[src/logic/ring_fmt_pkg.sv]
package ring_fmt_pkg;

  // Register byte addresses (word aligned).
  localparam logic [11:0] ADDR_CONTROL = 12'h000;
  localparam logic [11:0] ADDR_BUF_LEN = 12'h004;
  localparam logic [11:0] ADDR_NOTIFY = 12'h008;
  localparam logic [11:0] ADDR_AVAIL_LEN = 12'h00c;
  localparam logic [11:0] ADDR_AVAIL_POS = 12'h010;
  localparam logic [11:0] ADDR_RELEASE = 12'h014;
  localparam logic [11:0] ADDR_IRQ_STATUS = 12'h018;
  localparam logic [11:0] ADDR_IRQ_MASK = 12'h01c;
  localparam logic [11:0] ADDR_WR_POS = 12'h020;
  // The printed offset 0x466 is not a multiple of four, so it is an index.
  localparam logic [11:0] IDX_FULL_SCALE = 12'h466;
  localparam logic [13:0] ADDR_FULL_SCALE = {IDX_FULL_SCALE, 2'b00};

  // Control register fields.
  localparam int CTRL_RUN_BIT = 0;
  localparam int CTRL_DIGIN_BIT = 1;
  localparam int CTRL_CH0_BIT = 2;
  localparam int CTRL_CH1_BIT = 3;
  localparam int CTRL_FIRST_BIT = 4;
  localparam int CTRL_GEN_BIT = 5;

  // Interrupt status fields.
  localparam int IRQ_NOTIFY_BIT = 0;
  localparam int IRQ_OVERRUN_BIT = 1;
  localparam int IRQ_WIDTH = 2;

  // Reset values and fixed constants.
  localparam logic [31:0] FULL_SCALE_VALUE = 32'h0000_0800;
  localparam logic [31:0] BUF_LEN_RESET = 32'h0001_0000;
  localparam logic [31:0] NOTIFY_RESET = 32'h0000_1000;
  localparam logic [31:0] NOTIFY_MIN = 32'h0000_1000;

  localparam int SAMPLE_BITS = 12;
  localparam int WORD_BITS = 16;
  localparam int DIGIN_BITS = 4;

endpackage : ring_fmt_pkg

[src/logic/sample_word_if.sv]
`timescale 1ns/1ps
interface sample_word_if;
  logic [11:0] sample;
  logic [3:0] digin;
  logic digin_mode;
  logic [15:0] word;
  modport packer (input sample, input digin, input digin_mode, output word);
  modport user (output sample, output digin, output digin_mode, input word);
endinterface : sample_word_if

[src/logic/adc_sample_ring_formatter.sv]
`timescale 1ns/1ps
// Behaviour
// - One channel packs consecutively; two channels alternate first-activated then second.
// - Each 12 bit two's complement sample fills one 16 bit word of two bytes.
// - The upper byte of each word is emitted first, the lower byte second.
// - Standard mode: bits 15..12 repeat sample bit 11 as sign extension.
// - Input embedding mode: bits 15..12 carry input lines 3..0.
// - Samples lie in the twelve-bit signed range, never above +2047.
// - Write position wraps to byte zero at the buffer length.
// - Available byte count includes bytes wrapping past the buffer end.
// - A read-only register returns the converter full-scale code.
// - Availability is signalled only once notify-size bytes are ready, minimum one page.
module adc_sample_ring_formatter #(
  parameter int unsigned LEN_WIDTH = 32
) (
  input wire logic clock,
  input wire logic reset,
  input wire logic [31:0] haddr,
  input wire logic [1:0] htrans,
  input wire logic hwrite,
  input wire logic [2:0] hsize,
  input wire logic [31:0] hwdata,
  input wire logic hsel,
  input wire logic hready,
  output logic [31:0] hrdata,
  output logic hreadyout,
  output logic hresp,
  input wire logic [11:0] ch0_sample,
  input wire logic [11:0] ch1_sample,
  input wire logic sample_valid,
  input wire logic [3:0] multipurpose_input_lines,
  output logic [7:0] byte_data,
  output logic byte_valid,
  output logic [LEN_WIDTH-1:0] byte_address,
  output logic irq
);

  logic [5:0] ctrl_q;
  logic [LEN_WIDTH-1:0] buf_len_q;
  logic [LEN_WIDTH-1:0] notify_q;
  logic [LEN_WIDTH-1:0] avail_len_q;
  logic [LEN_WIDTH-1:0] avail_pos_q;
  logic [LEN_WIDTH-1:0] card_free_q;
  logic [LEN_WIDTH-1:0] wr_pos_q;
  logic [LEN_WIDTH-1:0] pending_q;
  logic [1:0] irq_status_q;
  logic [1:0] irq_mask_q;

  logic ph_valid_q;
  logic ph_write_q;
  logic [31:0] ph_addr_q;
  logic [31:0] rdata_d;

  // Serialiser: up to two words held as four bytes.
  logic [15:0] word_a_q;
  logic [15:0] word_b_q;
  logic [1:0] byte_idx_q;
  logic [1:0] byte_last_q;
  logic busy_q;

  logic run;
  logic two_ch;
  logic [11:0] first_sample;
  logic [11:0] second_sample;
  logic [15:0] word_first;
  logic [15:0] word_second;
  logic take_sample;
  logic [LEN_WIDTH-1:0] words_bytes;
  logic byte_fire;
  logic release_wr;
  logic [LEN_WIDTH-1:0] release_amt;
  logic notify_hit;
  logic [LEN_WIDTH-1:0] pos_sum;
  logic [LEN_WIDTH-1:0] next_wr;
  logic [LEN_WIDTH-1:0] pending_next;
  logic reg_wr;
  logic acct_restart;
  logic overrun_hit;
  logic [1:0] irq_clear;
  logic [1:0] irq_set;

  sample_word_if first_if ();
  sample_word_if second_if ();

  assign run = ctrl_q[ring_fmt_pkg::CTRL_RUN_BIT];
  assign two_ch = ctrl_q[ring_fmt_pkg::CTRL_CH0_BIT] & ctrl_q[ring_fmt_pkg::CTRL_CH1_BIT];

  // The first-activated channel leads; software names it in the control word.
  always_comb
  begin
    if (two_ch)
    begin
      first_sample = ctrl_q[ring_fmt_pkg::CTRL_FIRST_BIT] ? ch1_sample : ch0_sample;
      second_sample = ctrl_q[ring_fmt_pkg::CTRL_FIRST_BIT] ? ch0_sample : ch1_sample;
    end
    else
    begin
      first_sample = ctrl_q[ring_fmt_pkg::CTRL_CH1_BIT] ? ch1_sample : ch0_sample;
      second_sample = ch1_sample;
    end
  end

  assign first_if.sample = first_sample;
  assign first_if.digin = multipurpose_input_lines;
  assign first_if.digin_mode = ctrl_q[ring_fmt_pkg::CTRL_DIGIN_BIT];
  assign word_first = first_if.word;
  assign second_if.sample = second_sample;
  assign second_if.digin = multipurpose_input_lines;
  assign second_if.digin_mode = ctrl_q[ring_fmt_pkg::CTRL_DIGIN_BIT];
  assign word_second = second_if.word;

  sample_word_pack first_pack (
    .port(first_if.packer)
  );

  sample_word_pack second_pack (
    .port(second_if.packer)
  );

  assign words_bytes = two_ch ? LEN_WIDTH'(4) : LEN_WIDTH'(2);
  // A sample set is taken only when a whole set of words fits in card space.
  // Generation mode only stops capture here; replay toward the converter lives outside this block.
  assign take_sample = run && sample_valid && !busy_q && (card_free_q >= words_bytes)
                       && !ctrl_q[ring_fmt_pkg::CTRL_GEN_BIT];
  assign byte_fire = busy_q;

  // One decode of the data-phase write keeps every writable register on the same address map.
  assign reg_wr = ph_valid_q && ph_write_q && (ph_addr_q[31:12] == 20'h00000);

  // AHB-Lite slave: single-cycle data phase, always OKAY.
  // Writes land at the end of the data phase, so a read straight after a write sees the new value.
  assign hreadyout = 1'b1;
  assign hresp = 1'b0;

  always_ff @(posedge clock)
  begin
    if (reset)
    begin
      ph_valid_q <= 1'b0;
      ph_write_q <= 1'b0;
      ph_addr_q <= 32'h0000_0000;
    end
    else if (hready)
    begin
      ph_valid_q <= hsel && htrans[1];
      ph_write_q <= hwrite;
      ph_addr_q <= haddr;
    end
  end

  assign release_wr = reg_wr && (ph_addr_q[11:0] == ring_fmt_pkg::ADDR_RELEASE);
  // Release is clamped to what the host holds, so a runaway count cannot hand the card unread bytes.
  assign release_amt = (hwdata[LEN_WIDTH-1:0] > avail_len_q) ? avail_len_q : hwdata[LEN_WIDTH-1:0];

  // Ring arithmetic keeps offsets below the buffer length.
  // One subtraction is enough because a release never exceeds the buffer length.
  always_comb
  begin
    pos_sum = avail_pos_q + release_amt;
    if (pos_sum >= buf_len_q)
    begin
      pos_sum = pos_sum - buf_len_q;
    end
    next_wr = wr_pos_q + LEN_WIDTH'(1);
    if (next_wr >= buf_len_q)
    begin
      next_wr = '0;
    end
  end

  always_ff @(posedge clock)
  begin
    if (reset)
    begin
      ctrl_q <= 6'h01 << ring_fmt_pkg::CTRL_CH0_BIT;
      buf_len_q <= LEN_WIDTH'(ring_fmt_pkg::BUF_LEN_RESET);
      notify_q <= LEN_WIDTH'(ring_fmt_pkg::NOTIFY_RESET);
      irq_mask_q <= 2'h0;
    end
    else if (reg_wr)
    begin
      unique case (ph_addr_q[11:0])
        ring_fmt_pkg::ADDR_CONTROL: ctrl_q <= hwdata[5:0];
        ring_fmt_pkg::ADDR_BUF_LEN: if (!run) buf_len_q <= hwdata[LEN_WIDTH-1:0];
        ring_fmt_pkg::ADDR_NOTIFY:
        begin
          // Granularity below one page is clamped to a page.
          notify_q <= (hwdata < ring_fmt_pkg::NOTIFY_MIN) ? LEN_WIDTH'(ring_fmt_pkg::NOTIFY_MIN)
                      : hwdata[LEN_WIDTH-1:0];
        end
        ring_fmt_pkg::ADDR_IRQ_MASK: irq_mask_q <= hwdata[1:0];
        default: ;
      endcase
    end
  end

  // Accounting of the byte ring, shared between host and card.
  always_comb
  begin
    pending_next = pending_q + (byte_fire ? LEN_WIDTH'(1) : LEN_WIDTH'(0));
  end
  assign notify_hit = pending_next >= notify_q;

  // A new buffer length hands the whole ring back to the card, so it is only taken while stopped.
  assign acct_restart = reg_wr && (ph_addr_q[11:0] == ring_fmt_pkg::ADDR_BUF_LEN) && !run;

  always_ff @(posedge clock)
  begin
    if (reset || acct_restart)
    begin
      avail_len_q <= '0;
      avail_pos_q <= '0;
      pending_q <= '0;
      card_free_q <= reset ? LEN_WIDTH'(ring_fmt_pkg::BUF_LEN_RESET) : hwdata[LEN_WIDTH-1:0];
    end
    else
    begin
      // Bytes become visible to the host only in notify-size steps.
      if (notify_hit)
      begin
        pending_q <= '0;
      end
      else
      begin
        pending_q <= pending_next;
      end
      // The count spans the wrap, so it is simply total bytes owned by host.
      avail_len_q <= avail_len_q + (notify_hit ? pending_next : '0)
                     - (release_wr ? release_amt : '0);
      if (release_wr)
      begin
        avail_pos_q <= pos_sum;
      end
      card_free_q <= card_free_q + (release_wr ? release_amt : '0)
                     - (take_sample ? words_bytes : '0);
    end
  end

  // Serialiser emits upper byte first, then lower, per word.
  always_ff @(posedge clock)
  begin
    if (reset)
    begin
      busy_q <= 1'b0;
      byte_idx_q <= 2'h0;
      byte_last_q <= 2'h0;
      word_a_q <= 16'h0000;
      word_b_q <= 16'h0000;
      byte_data <= 8'h00;
      byte_valid <= 1'b0;
      byte_address <= '0;
      wr_pos_q <= '0;
    end
    else
    begin
      byte_valid <= byte_fire;
      // A set is never taken while bytes go out, so both held words stay put for the whole burst.
      if (take_sample)
      begin
        word_a_q <= word_first;
        word_b_q <= word_second;
        byte_idx_q <= 2'h0;
        byte_last_q <= two_ch ? 2'h3 : 2'h1;
        busy_q <= 1'b1;
      end
      else if (byte_fire)
      begin
        byte_idx_q <= byte_idx_q + 2'h1;
        busy_q <= byte_idx_q != byte_last_q;
      end
      if (byte_fire)
      begin
        unique case (byte_idx_q)
          2'h0: byte_data <= word_a_q[15:8];
          2'h1: byte_data <= word_a_q[7:0];
          2'h2: byte_data <= word_b_q[15:8];
          2'h3: byte_data <= word_b_q[7:0];
        endcase
        byte_address <= wr_pos_q;
        wr_pos_q <= next_wr;
      end
      // Restarting the ring puts the card back at byte zero, where the host expects it.
      if (acct_restart)
      begin
        wr_pos_q <= '0;
      end
    end
  end

  // A set offered while the card has too little room is lost, and software must hear of it.
  assign overrun_hit = run && sample_valid && !busy_q && (card_free_q < words_bytes)
                       && !ctrl_q[ring_fmt_pkg::CTRL_GEN_BIT];
  assign irq_clear = (reg_wr && ph_addr_q[11:0] == ring_fmt_pkg::ADDR_IRQ_STATUS) ? hwdata[1:0] : 2'h0;
  assign irq_set[ring_fmt_pkg::IRQ_NOTIFY_BIT] = notify_hit;
  assign irq_set[ring_fmt_pkg::IRQ_OVERRUN_BIT] = overrun_hit;

  // Sticky events; a new event wins over a clearing write.
  always_ff @(posedge clock)
  begin
    if (reset)
    begin
      irq_status_q <= 2'h0;
    end
    else
    begin
      irq_status_q <= (irq_status_q & ~irq_clear) | irq_set;
    end
  end

  assign irq = |(irq_status_q & irq_mask_q);

  // The full-scale word sits above the small register window, so it is decoded first.
  always_comb
  begin
    rdata_d = 32'h0000_0000;
    if (ph_addr_q[31:14] == 18'h00000 && ph_addr_q[13:0] == ring_fmt_pkg::ADDR_FULL_SCALE)
    begin
      rdata_d = ring_fmt_pkg::FULL_SCALE_VALUE;
    end
    else if (ph_addr_q[31:12] == 20'h00000)
    begin
      unique case (ph_addr_q[11:0])
        ring_fmt_pkg::ADDR_CONTROL: rdata_d = {26'h0, ctrl_q};
        ring_fmt_pkg::ADDR_BUF_LEN: rdata_d = 32'(buf_len_q);
        ring_fmt_pkg::ADDR_NOTIFY: rdata_d = 32'(notify_q);
        ring_fmt_pkg::ADDR_AVAIL_LEN: rdata_d = 32'(avail_len_q);
        ring_fmt_pkg::ADDR_AVAIL_POS: rdata_d = 32'(avail_pos_q);
        ring_fmt_pkg::ADDR_RELEASE: rdata_d = 32'(card_free_q);
        ring_fmt_pkg::ADDR_IRQ_STATUS: rdata_d = {30'h0, irq_status_q};
        ring_fmt_pkg::ADDR_IRQ_MASK: rdata_d = {30'h0, irq_mask_q};
        ring_fmt_pkg::ADDR_WR_POS: rdata_d = 32'(wr_pos_q);
        default: rdata_d = 32'h0000_0000;
      endcase
    end
  end

  // Read data is combinational from the latched address phase, in the data phase.
  assign hrdata = (ph_valid_q && !ph_write_q) ? rdata_d : 32'h0000_0000;

endmodule : adc_sample_ring_formatter

[src/logic/sample_word_pack.sv]
`timescale 1ns/1ps
module sample_word_pack (
  sample_word_if.packer port
);

  // Top nibble is either sign extension or the four input lines.
  always_comb
  begin
    port.word[11:0] = port.sample;
    if (port.digin_mode)
    begin
      port.word[15:12] = port.digin;
    end
    else
    begin
      port.word[15:12] = {4{port.sample[11]}};
    end
  end

endmodule : sample_word_pack

[config.mk]
export PLATFORM = sky130hd
export DESIGN_NAME = adc_sample_ring_formatter
export DESIGN_NICKNAME = d
export VERILOG_FILES = /design/src/logic/ring_fmt_pkg.sv /design/src/logic/sample_word_if.sv /design/src/logic/adc_sample_ring_formatter.sv /design/src/logic/sample_word_pack.sv
export SDC_FILE = /design/constraint.sdc
export NUM_CORES = 1
export LEC_CHECK = 0
export BUFFER_PORTS_ARGS = -buffer_cell sky130_fd_sc_hd__buf_2
export CAP_MARGIN = 20
export CORE_UTILIZATION = 45
export CTS_CLUSTER_DIAMETER = 50
export DETAILED_ROUTE_END_ITERATION = 8
export GPL_TIMING_DRIVEN = 1
export PLACE_DENSITY = 0.67
export SKIP_CTS_REPAIR_TIMING = 1
export SLEW_MARGIN = 40
export SYNTH_ARGS = -nofsm -noshare
export SYNTH_HDL_FRONTEND = slang
export SYNTH_SLANG_ARGS = --single-unit
export TNS_END_PERCENT = 20
[constraint.sdc]
create_clock -name clock -period 6.88 [get_ports clock]
set_input_delay 0.688 -clock clock [delete_from_list [all_inputs] [get_ports clock]]
set_output_delay 0.688 -clock clock [all_outputs]
set_load 0.005 [all_outputs]
### Yosys cells after proc, flatten, opt, wreduce, memory -nomap -nowiden

Cells that the tools add are included.

| operators by class | value |
|---|---|
| bitwise operators | 6 |
| equal/unequal tests | 13 |
| order comparisons | 7 |
| $add $sub $neg | 9 |
| muxes and demuxes | 27 |
| reduce and logical (&&, ||, !) cells | 32 |

Operators with widths:

| kind | count |
|---|---|
| 32-bit 2-to-1 mux | 11 |
| 32-bit case mux with 9 select lines | 1 |
| 32-bit adder | 3 |
| 32-bit greater-or-equal comparator | 3 |
| 32-bit subtractor | 2 |
| 12-bit 2-to-1 mux | 5 |
| 12-bit by 5-bit == test with 1-bit output, second input constant | 4 |
| 32-bit by 1-bit adder with 32-bit output | 1 |
| 32-bit by 1-bit adder with 32-bit output, second input constant | 1 |
| 32-bit by 3-bit greater-or-equal comparator with 1-bit output | 1 |
| 32-bit greater-than comparator | 1 |
| 32-bit by 13-bit less-than comparator with 1-bit output, second input constant | 1 |
| 32-bit by 3-bit less-than comparator with 1-bit output | 1 |
| 8-bit case mux with 4 select lines | 1 |
| 32-bit by 3-bit subtractor with 32-bit output | 1 |
| 12-bit by 4-bit == test with 1-bit output, second input constant | 2 |
| 20-bit logical NOT | 1 |
| 18-bit logical NOT | 1 |
| 1-bit logical AND | 15 |
| 14-bit by 13-bit == test with 1-bit output, second input constant | 1 |
| 12-bit by 3-bit == test with 1-bit output, second input constant | 1 |
| 12-bit by 6-bit == test with 1-bit output, second input constant | 1 |
| 12-bit logical NOT | 1 |
| 4-bit 2-to-1 mux | 2 |
| other kinds (18) | 32 |

| storage, ports and cells | value |
|---|---|
| word-level logic and storage cells | 115 |
| output and inout port bits | 76 |
| register bits | 346 |

### Logic depth before layout (Yosys ltp)

| logic depth | value |
|---|---|
| depth in word-level cells | 8 |
| depth in mapped cells | 33 |

### By module

From an unflattened synthesis, not the netlist that was laid out.

| unflattened totals | value |
|---|---|
| cell total of the unflattened synthesis | 3,345 |
| area, all modules | 25,899.8 µm² |

Modules (own cells, without submodules):

| module | cells each | times used | seq. area each (µm²) | area an instance (µm²) |
|---|---|---|---|---|
| adc_sample_ring_formatter | 3,313 | 1 | 6,926.6 | 25,629.6 |
| sample_word_pack | 16 | 2 | 0.0 | 135.1 |

### Worst setup path before layout

OpenSTA, ideal clock, no wires.

| timing | value |
|---|---|
| path type | input to register |
| from | input hwdata[7] |
| to | register avail_pos_q[20] |
| setup slack | 0.035 ns |
| cell stages on the path | 30 |
| data arrival time | 6.708 ns |
| path through | ha_1 > a21oi_1 > o21a_1 > o22ai_1 > o31a_1 > o31ai_2 > clkbuf_1 > nor2_1 > a21oi_1 > inv_1 > ha_1 > a21o_1 > or3_1 > o211a_1 > a21boi_0 > o21ai_0 > a21oi_1 > o21bai_1 > a21oi_1 > xnor2_1 > ha_1 > nand4_1 > or2_2 > a21oi_1 > o21ai_0 > a31oi_1 > buf_4 > buf_2 > mux2i_1 > a21oi_1 |

| on the way | value |
|---|---|
| cells in the longest elaborated chain, start to end | 5 |
| elaborated cells on any way between the ends | 6 |
| classes of those cells | 2 x add/sub; 2 x order compare; 2 x mux |

Ends and longest elaborated chain:

| item | line | text |
|---|---|---|
| from (decl) | adc_sample_ring_formatter.sv:22 | `input wire logic [31:0] hwdata,` |
| 32-bit greater-than comparator | adc_sample_ring_formatter.sv:153 | `assign release_amt = (hwdata[LEN_WIDTH-1:0] > avail_len_q) ? avail_len_q : hwdata[LEN_WIDTH-1:0];` |
| 32-bit 2-to-1 mux (*) | adc_sample_ring_formatter.sv:153 |  |
| 32-bit adder (*) | adc_sample_ring_formatter.sv:159 | `pos_sum = avail_pos_q + release_amt;` |
| 32-bit subtractor or 32-bit greater-or-equal comparator (tied branches) | adc_sample_ring_formatter.sv:162, adc_sample_ring_formatter.sv:160 |  |
| 32-bit 2-to-1 mux (*) | adc_sample_ring_formatter.sv:160 | `if (pos_sum >= buf_len_q)` |
| to (signal assigned) | adc_sample_ring_formatter.sv:232 | `avail_pos_q <= pos_sum;` |
| to (decl) | adc_sample_ring_formatter.sv:42 | `logic [LEN_WIDTH-1:0] avail_pos_q;` |

Every way passes the cells marked *; elsewhere a longest branch is shown, timed or not.
A chain may end at the register's enable or synchronous reset.

### Final worst setup path

| timing | value |
|---|---|
| from | register avail_len_q[1] |
| to | register avail_pos_q[24] |

| on the way | value |
|---|---|
| cells in the longest elaborated chain, start to end | 5 |
| elaborated cells on any way between the ends | 6 |
| classes of those cells | 2 x add/sub; 2 x order compare; 2 x mux |

Ends and longest elaborated chain:

| item | line | text |
|---|---|---|
| from (decl) | adc_sample_ring_formatter.sv:41 | `logic [LEN_WIDTH-1:0] avail_len_q;` |
| from (signal assigned) | adc_sample_ring_formatter.sv:228 | `avail_len_q <= avail_len_q + (notify_hit ? pending_next : '0)` |
| 32-bit greater-than comparator | adc_sample_ring_formatter.sv:153 |  |
| 32-bit 2-to-1 mux (*) | adc_sample_ring_formatter.sv:153 |  |
| 32-bit adder (*) | adc_sample_ring_formatter.sv:159 |  |
| 32-bit subtractor or 32-bit greater-or-equal comparator (tied branches) | adc_sample_ring_formatter.sv:162, adc_sample_ring_formatter.sv:160 |  |
| 32-bit 2-to-1 mux (*) | adc_sample_ring_formatter.sv:160 |  |

Marked as above.

==> run metrics <==
status finished, final reports clean; Avg Cell Area, Syn 7.82 um^2; Sequential Power Share 21.2%; Area after DPL between 20000 and 30000 um^2; Die Wd about 240 um; die footprint 57600 um^2; crit path max fanout 6; max-cap viol count 0; Final min period 6.72 ns; Port-buffer cells ~170; Clock power frac 24.2%; CP Launch Type flop; largest net degree at the start of global routing 91; Adder-Cell Fraction of Synth Area 15.5%; DR DRC count 0; post-DP HPWL 66300 um; WL final 84600 um; Via-to-Cell Ratio about 5.5; DRT iter0 DRCs 2184; combinational power share 54.6%; GR Overflow Total 0; IO Pins 179; final setup vio count 0; total track usage 28.9%; synthesized-area fraction occupied by and/or/nand/nor cells 17.9%; leakage dissipation ~15 nW; CTS Sinks about 350; longest individual stage delay on the worst path 0.43 ns; layout cells sized above 1 20.2%; Final nets 4123; Clock transition at path regs 0.06 ns; period utilization 97.6%; Synth Cell Area about 26000 um^2; Syn Nets 3660; P&R area growth vs syn 25.5%; clk buf depth 3; Fillers 5208; first-pass GRT wire length 130000 um; xor-xnor portion of the synthesized cell area 6.11%; Seq/Total Area, Yosys 27.2%; htree depth 2; TritonCTS Buffers between 40 and 50; DR vias 24947; Rows 86; Initial Util a little under half; RePlAce Congestion roughly 1.0; WP data arrival 7.20 ns; Peak VDD IR 0.212 mV; post-DR wirelength/cell 18.7 um; Synthesis Warnings 0; Switching Fraction 39.6%; post-synthesis mux area share 5.36%; Clk Tree Root Cell clkbuf_16; CTS tree done; Die Span Y ~240 um; initial antenna violation count 1; Worst-Skew Late Latency around 0.6 ns; Yosys cell types 77; Core ar. 55500 um^2; Slew Viols, Final 0; Final Hold Vio Count 0; final instance area 32000 um^2; largest family of logic cells by synthesized area compound AO/OA/AOI/OAI gates; Slew Limit Headroom 46.5%; most frequent CP cell ha_1; complex-gate fraction of the synthesized area about a fifth; CP max-delay cell o31ai_4; CP Class flop to flop; Data required, critical path 7.36 ns; TritonRoute pass-1 iters 7; slew at the pin closest to its max-slew limit 0.795 ns; Mapped Cells 3263; EDFF count, synth 0; CP endpoint kind flop; Final Skew 0.0170 ns; FF+latch count, synth between 300 and 400; antenna-violating nets left 0; setup total negative slack 0 ns; pwr dens 334 nW/um^2; Hold Crit Class primary input to flop; Final Core Density 57.6%; Int Power 6.46 mW; predominant post-synthesis flop cell dfxtp_1; Max Clk Rate 149 MHz; switching pwr 4.23 mW; async set or reset register ratio after synthesis 0%; vias in the first global route 23388; unrepaired setup endpoints after global routing yes
==> metal layers <==
metal	vias to the layer above	track usage, %	wire length [um]
li1	12295	-	-
met3	131	4.35	7980
met2	942	42.8	35600
met4	0	8.96	2650
met5	-	0	0
met1	11579	42.7	38400
==> synthesized netlist by cell type, types with 11 or more instances <==
cell type / n / area share, %
a211oi_1: 54 / 1.6
a21o_1: 64 / 1.9
a21oi_1: 284 / 5.6
a222oi_1: 14 / 0.55
a22oi_1: 108 / 3.2
a31oi_1: 45 / 1.1
and2_1: 19 / 0.47
and3_1: 29 / 0.71
buf_1: 15 / 0.22
buf_2: 16 / 0.31
clkbuf_1: 109 / 1.6
dfxtp_1: 346 / 27
fa_1: 35 / 2.7
ha_1: 259 / 13
inv_1: 358 / 5.3
mux2i_1: 131 / 5.1
nand2_1: 309 / 4.5
nand2b_1: 31 / 0.76
nand3_1: 81 / 1.6
nand4_1: 40 / 0.98
nor2_1: 319 / 4.7
nor2b_1: 43 / 1.1
nor3_1: 41 / 0.80
nor3b_1: 11 / 0.32
nor4_1: 25 / 0.61
o211ai_1: 14 / 0.41
o21a_1: 26 / 0.77
o21ai_0: 106 / 2.1
o21bai_1: 16 / 0.47
xnor2_1: 109 / 3.7
xor2_1: 69 / 2.4
==> power by group through the flow <==
stage / registers (mW) / logic, mW / clock network, mW
after floorplan: 2.24 / 3.50 / 0
after global placement: 2.30 / 5.16 / 0
after detailed placement: 2.30 / 5.21 / 0
after CTS: 2.26 / 5.26 / 2.61
after global routing: 2.28 / 6.38 / 2.71
final: 2.27 / 5.83 / 2.58
==> metrics by stage <==
stage | hold WS, ns | cells | power [mW] | setup slack, ns
2_1_floorplan | 0.436 | 3263 | 5.74 | 0.0350
3_3_place_gp | 0.444 | 4396 | 7.46 | -0.771
3_5_place_dp | 0.449 | 4396 | 7.51 | -0.958
4_1_cts | 0.316 | 4485 | 10.1 | -1.06
5_1_grt | 0.331 | 4514 | 11.4 | -0.175
6_report | 0.333 | 4514 | 10.7 | 0.163
==> cell usage in the layout, fill, tap and decap left out, types with 64 or more instances in the layout <==
cell type and instances:
dfxtp_1 342, o21ai_0 91, buf_2 170, ha_1 253, a21oi_1 272, a21o_1 64
inv_1 356, buf_4 367, xnor2_1 109, nand3_1 79, xor2_1 65, mux2i_1 130
a22oi_1 108, nand2_1 303, nor2_1 309
==> flip-flops by register name (all words and copies together) (netlist names), 8 cells and up <==
register,flops
pending_q,32
ph_addr_q,32
word_a_q,16
buf_len_q,32
byte_data,8
notify_q,32
word_b_q,16
avail_len_q,32
byte_address,32
wr_pos_q,32
avail_pos_q,32
card_free_q,32
==> cell type report <==
type	instances	area [um^2]	share of cell area, %
clock inverter	31	318	0.993
clock buffer	58	1350	4.22
multi-input combinational	2414	17200	53.7
antenna	1	2.50	0.00782
tap	748	936	2.93
timing repair buffer	558	3920	12.3
sequential	346	6930	21.7
inverter	358	1340	4.20
==> critical path, delay by kind of cell (launching register included) <==
kind	cells	cell delay, ns
AOI/OAI and AO/OA	18	3.77
xor gates and xnor gates	1	0.12
DFF	1	0.33
and+or+nand+nor	4	0.46
buffers and inverters	5	0.68
muxes	1	0.33
adders and majority gates	4	0.88
==> path summary, 6_finish.rpt <==
kind / endpoint / start / depth (start not counted) / slack (ns)
worst min-delay path: ph_write_q / hwrite / 3 / 0.33
worst min register to register: buf_len_q[1] / buf_len_q[1] / 2 / 0.45
worst max-delay path: avail_pos_q[24] / avail_len_q[1] / 33 / 0.16
worst max register to register: avail_pos_q[24] / avail_len_q[1] / 33 / 0.16
==> cells by family (layout without fill, tap and decap cells) <==
| logic type | after synthesis | count (layout) |
|---|---|---|
| simple gates | 992 | 992 |
| compound gates | 811 | 812 |
| buf+inv | 504 | 1005 |
| flops | 346 | 346 |
| fa+ha+maj | 294 | 294 |
| xor+xnor | 178 | 178 |
| mux | 136 | 136 |
| other cells | 2 | 3 |
(Power assumes the default switching activity.)
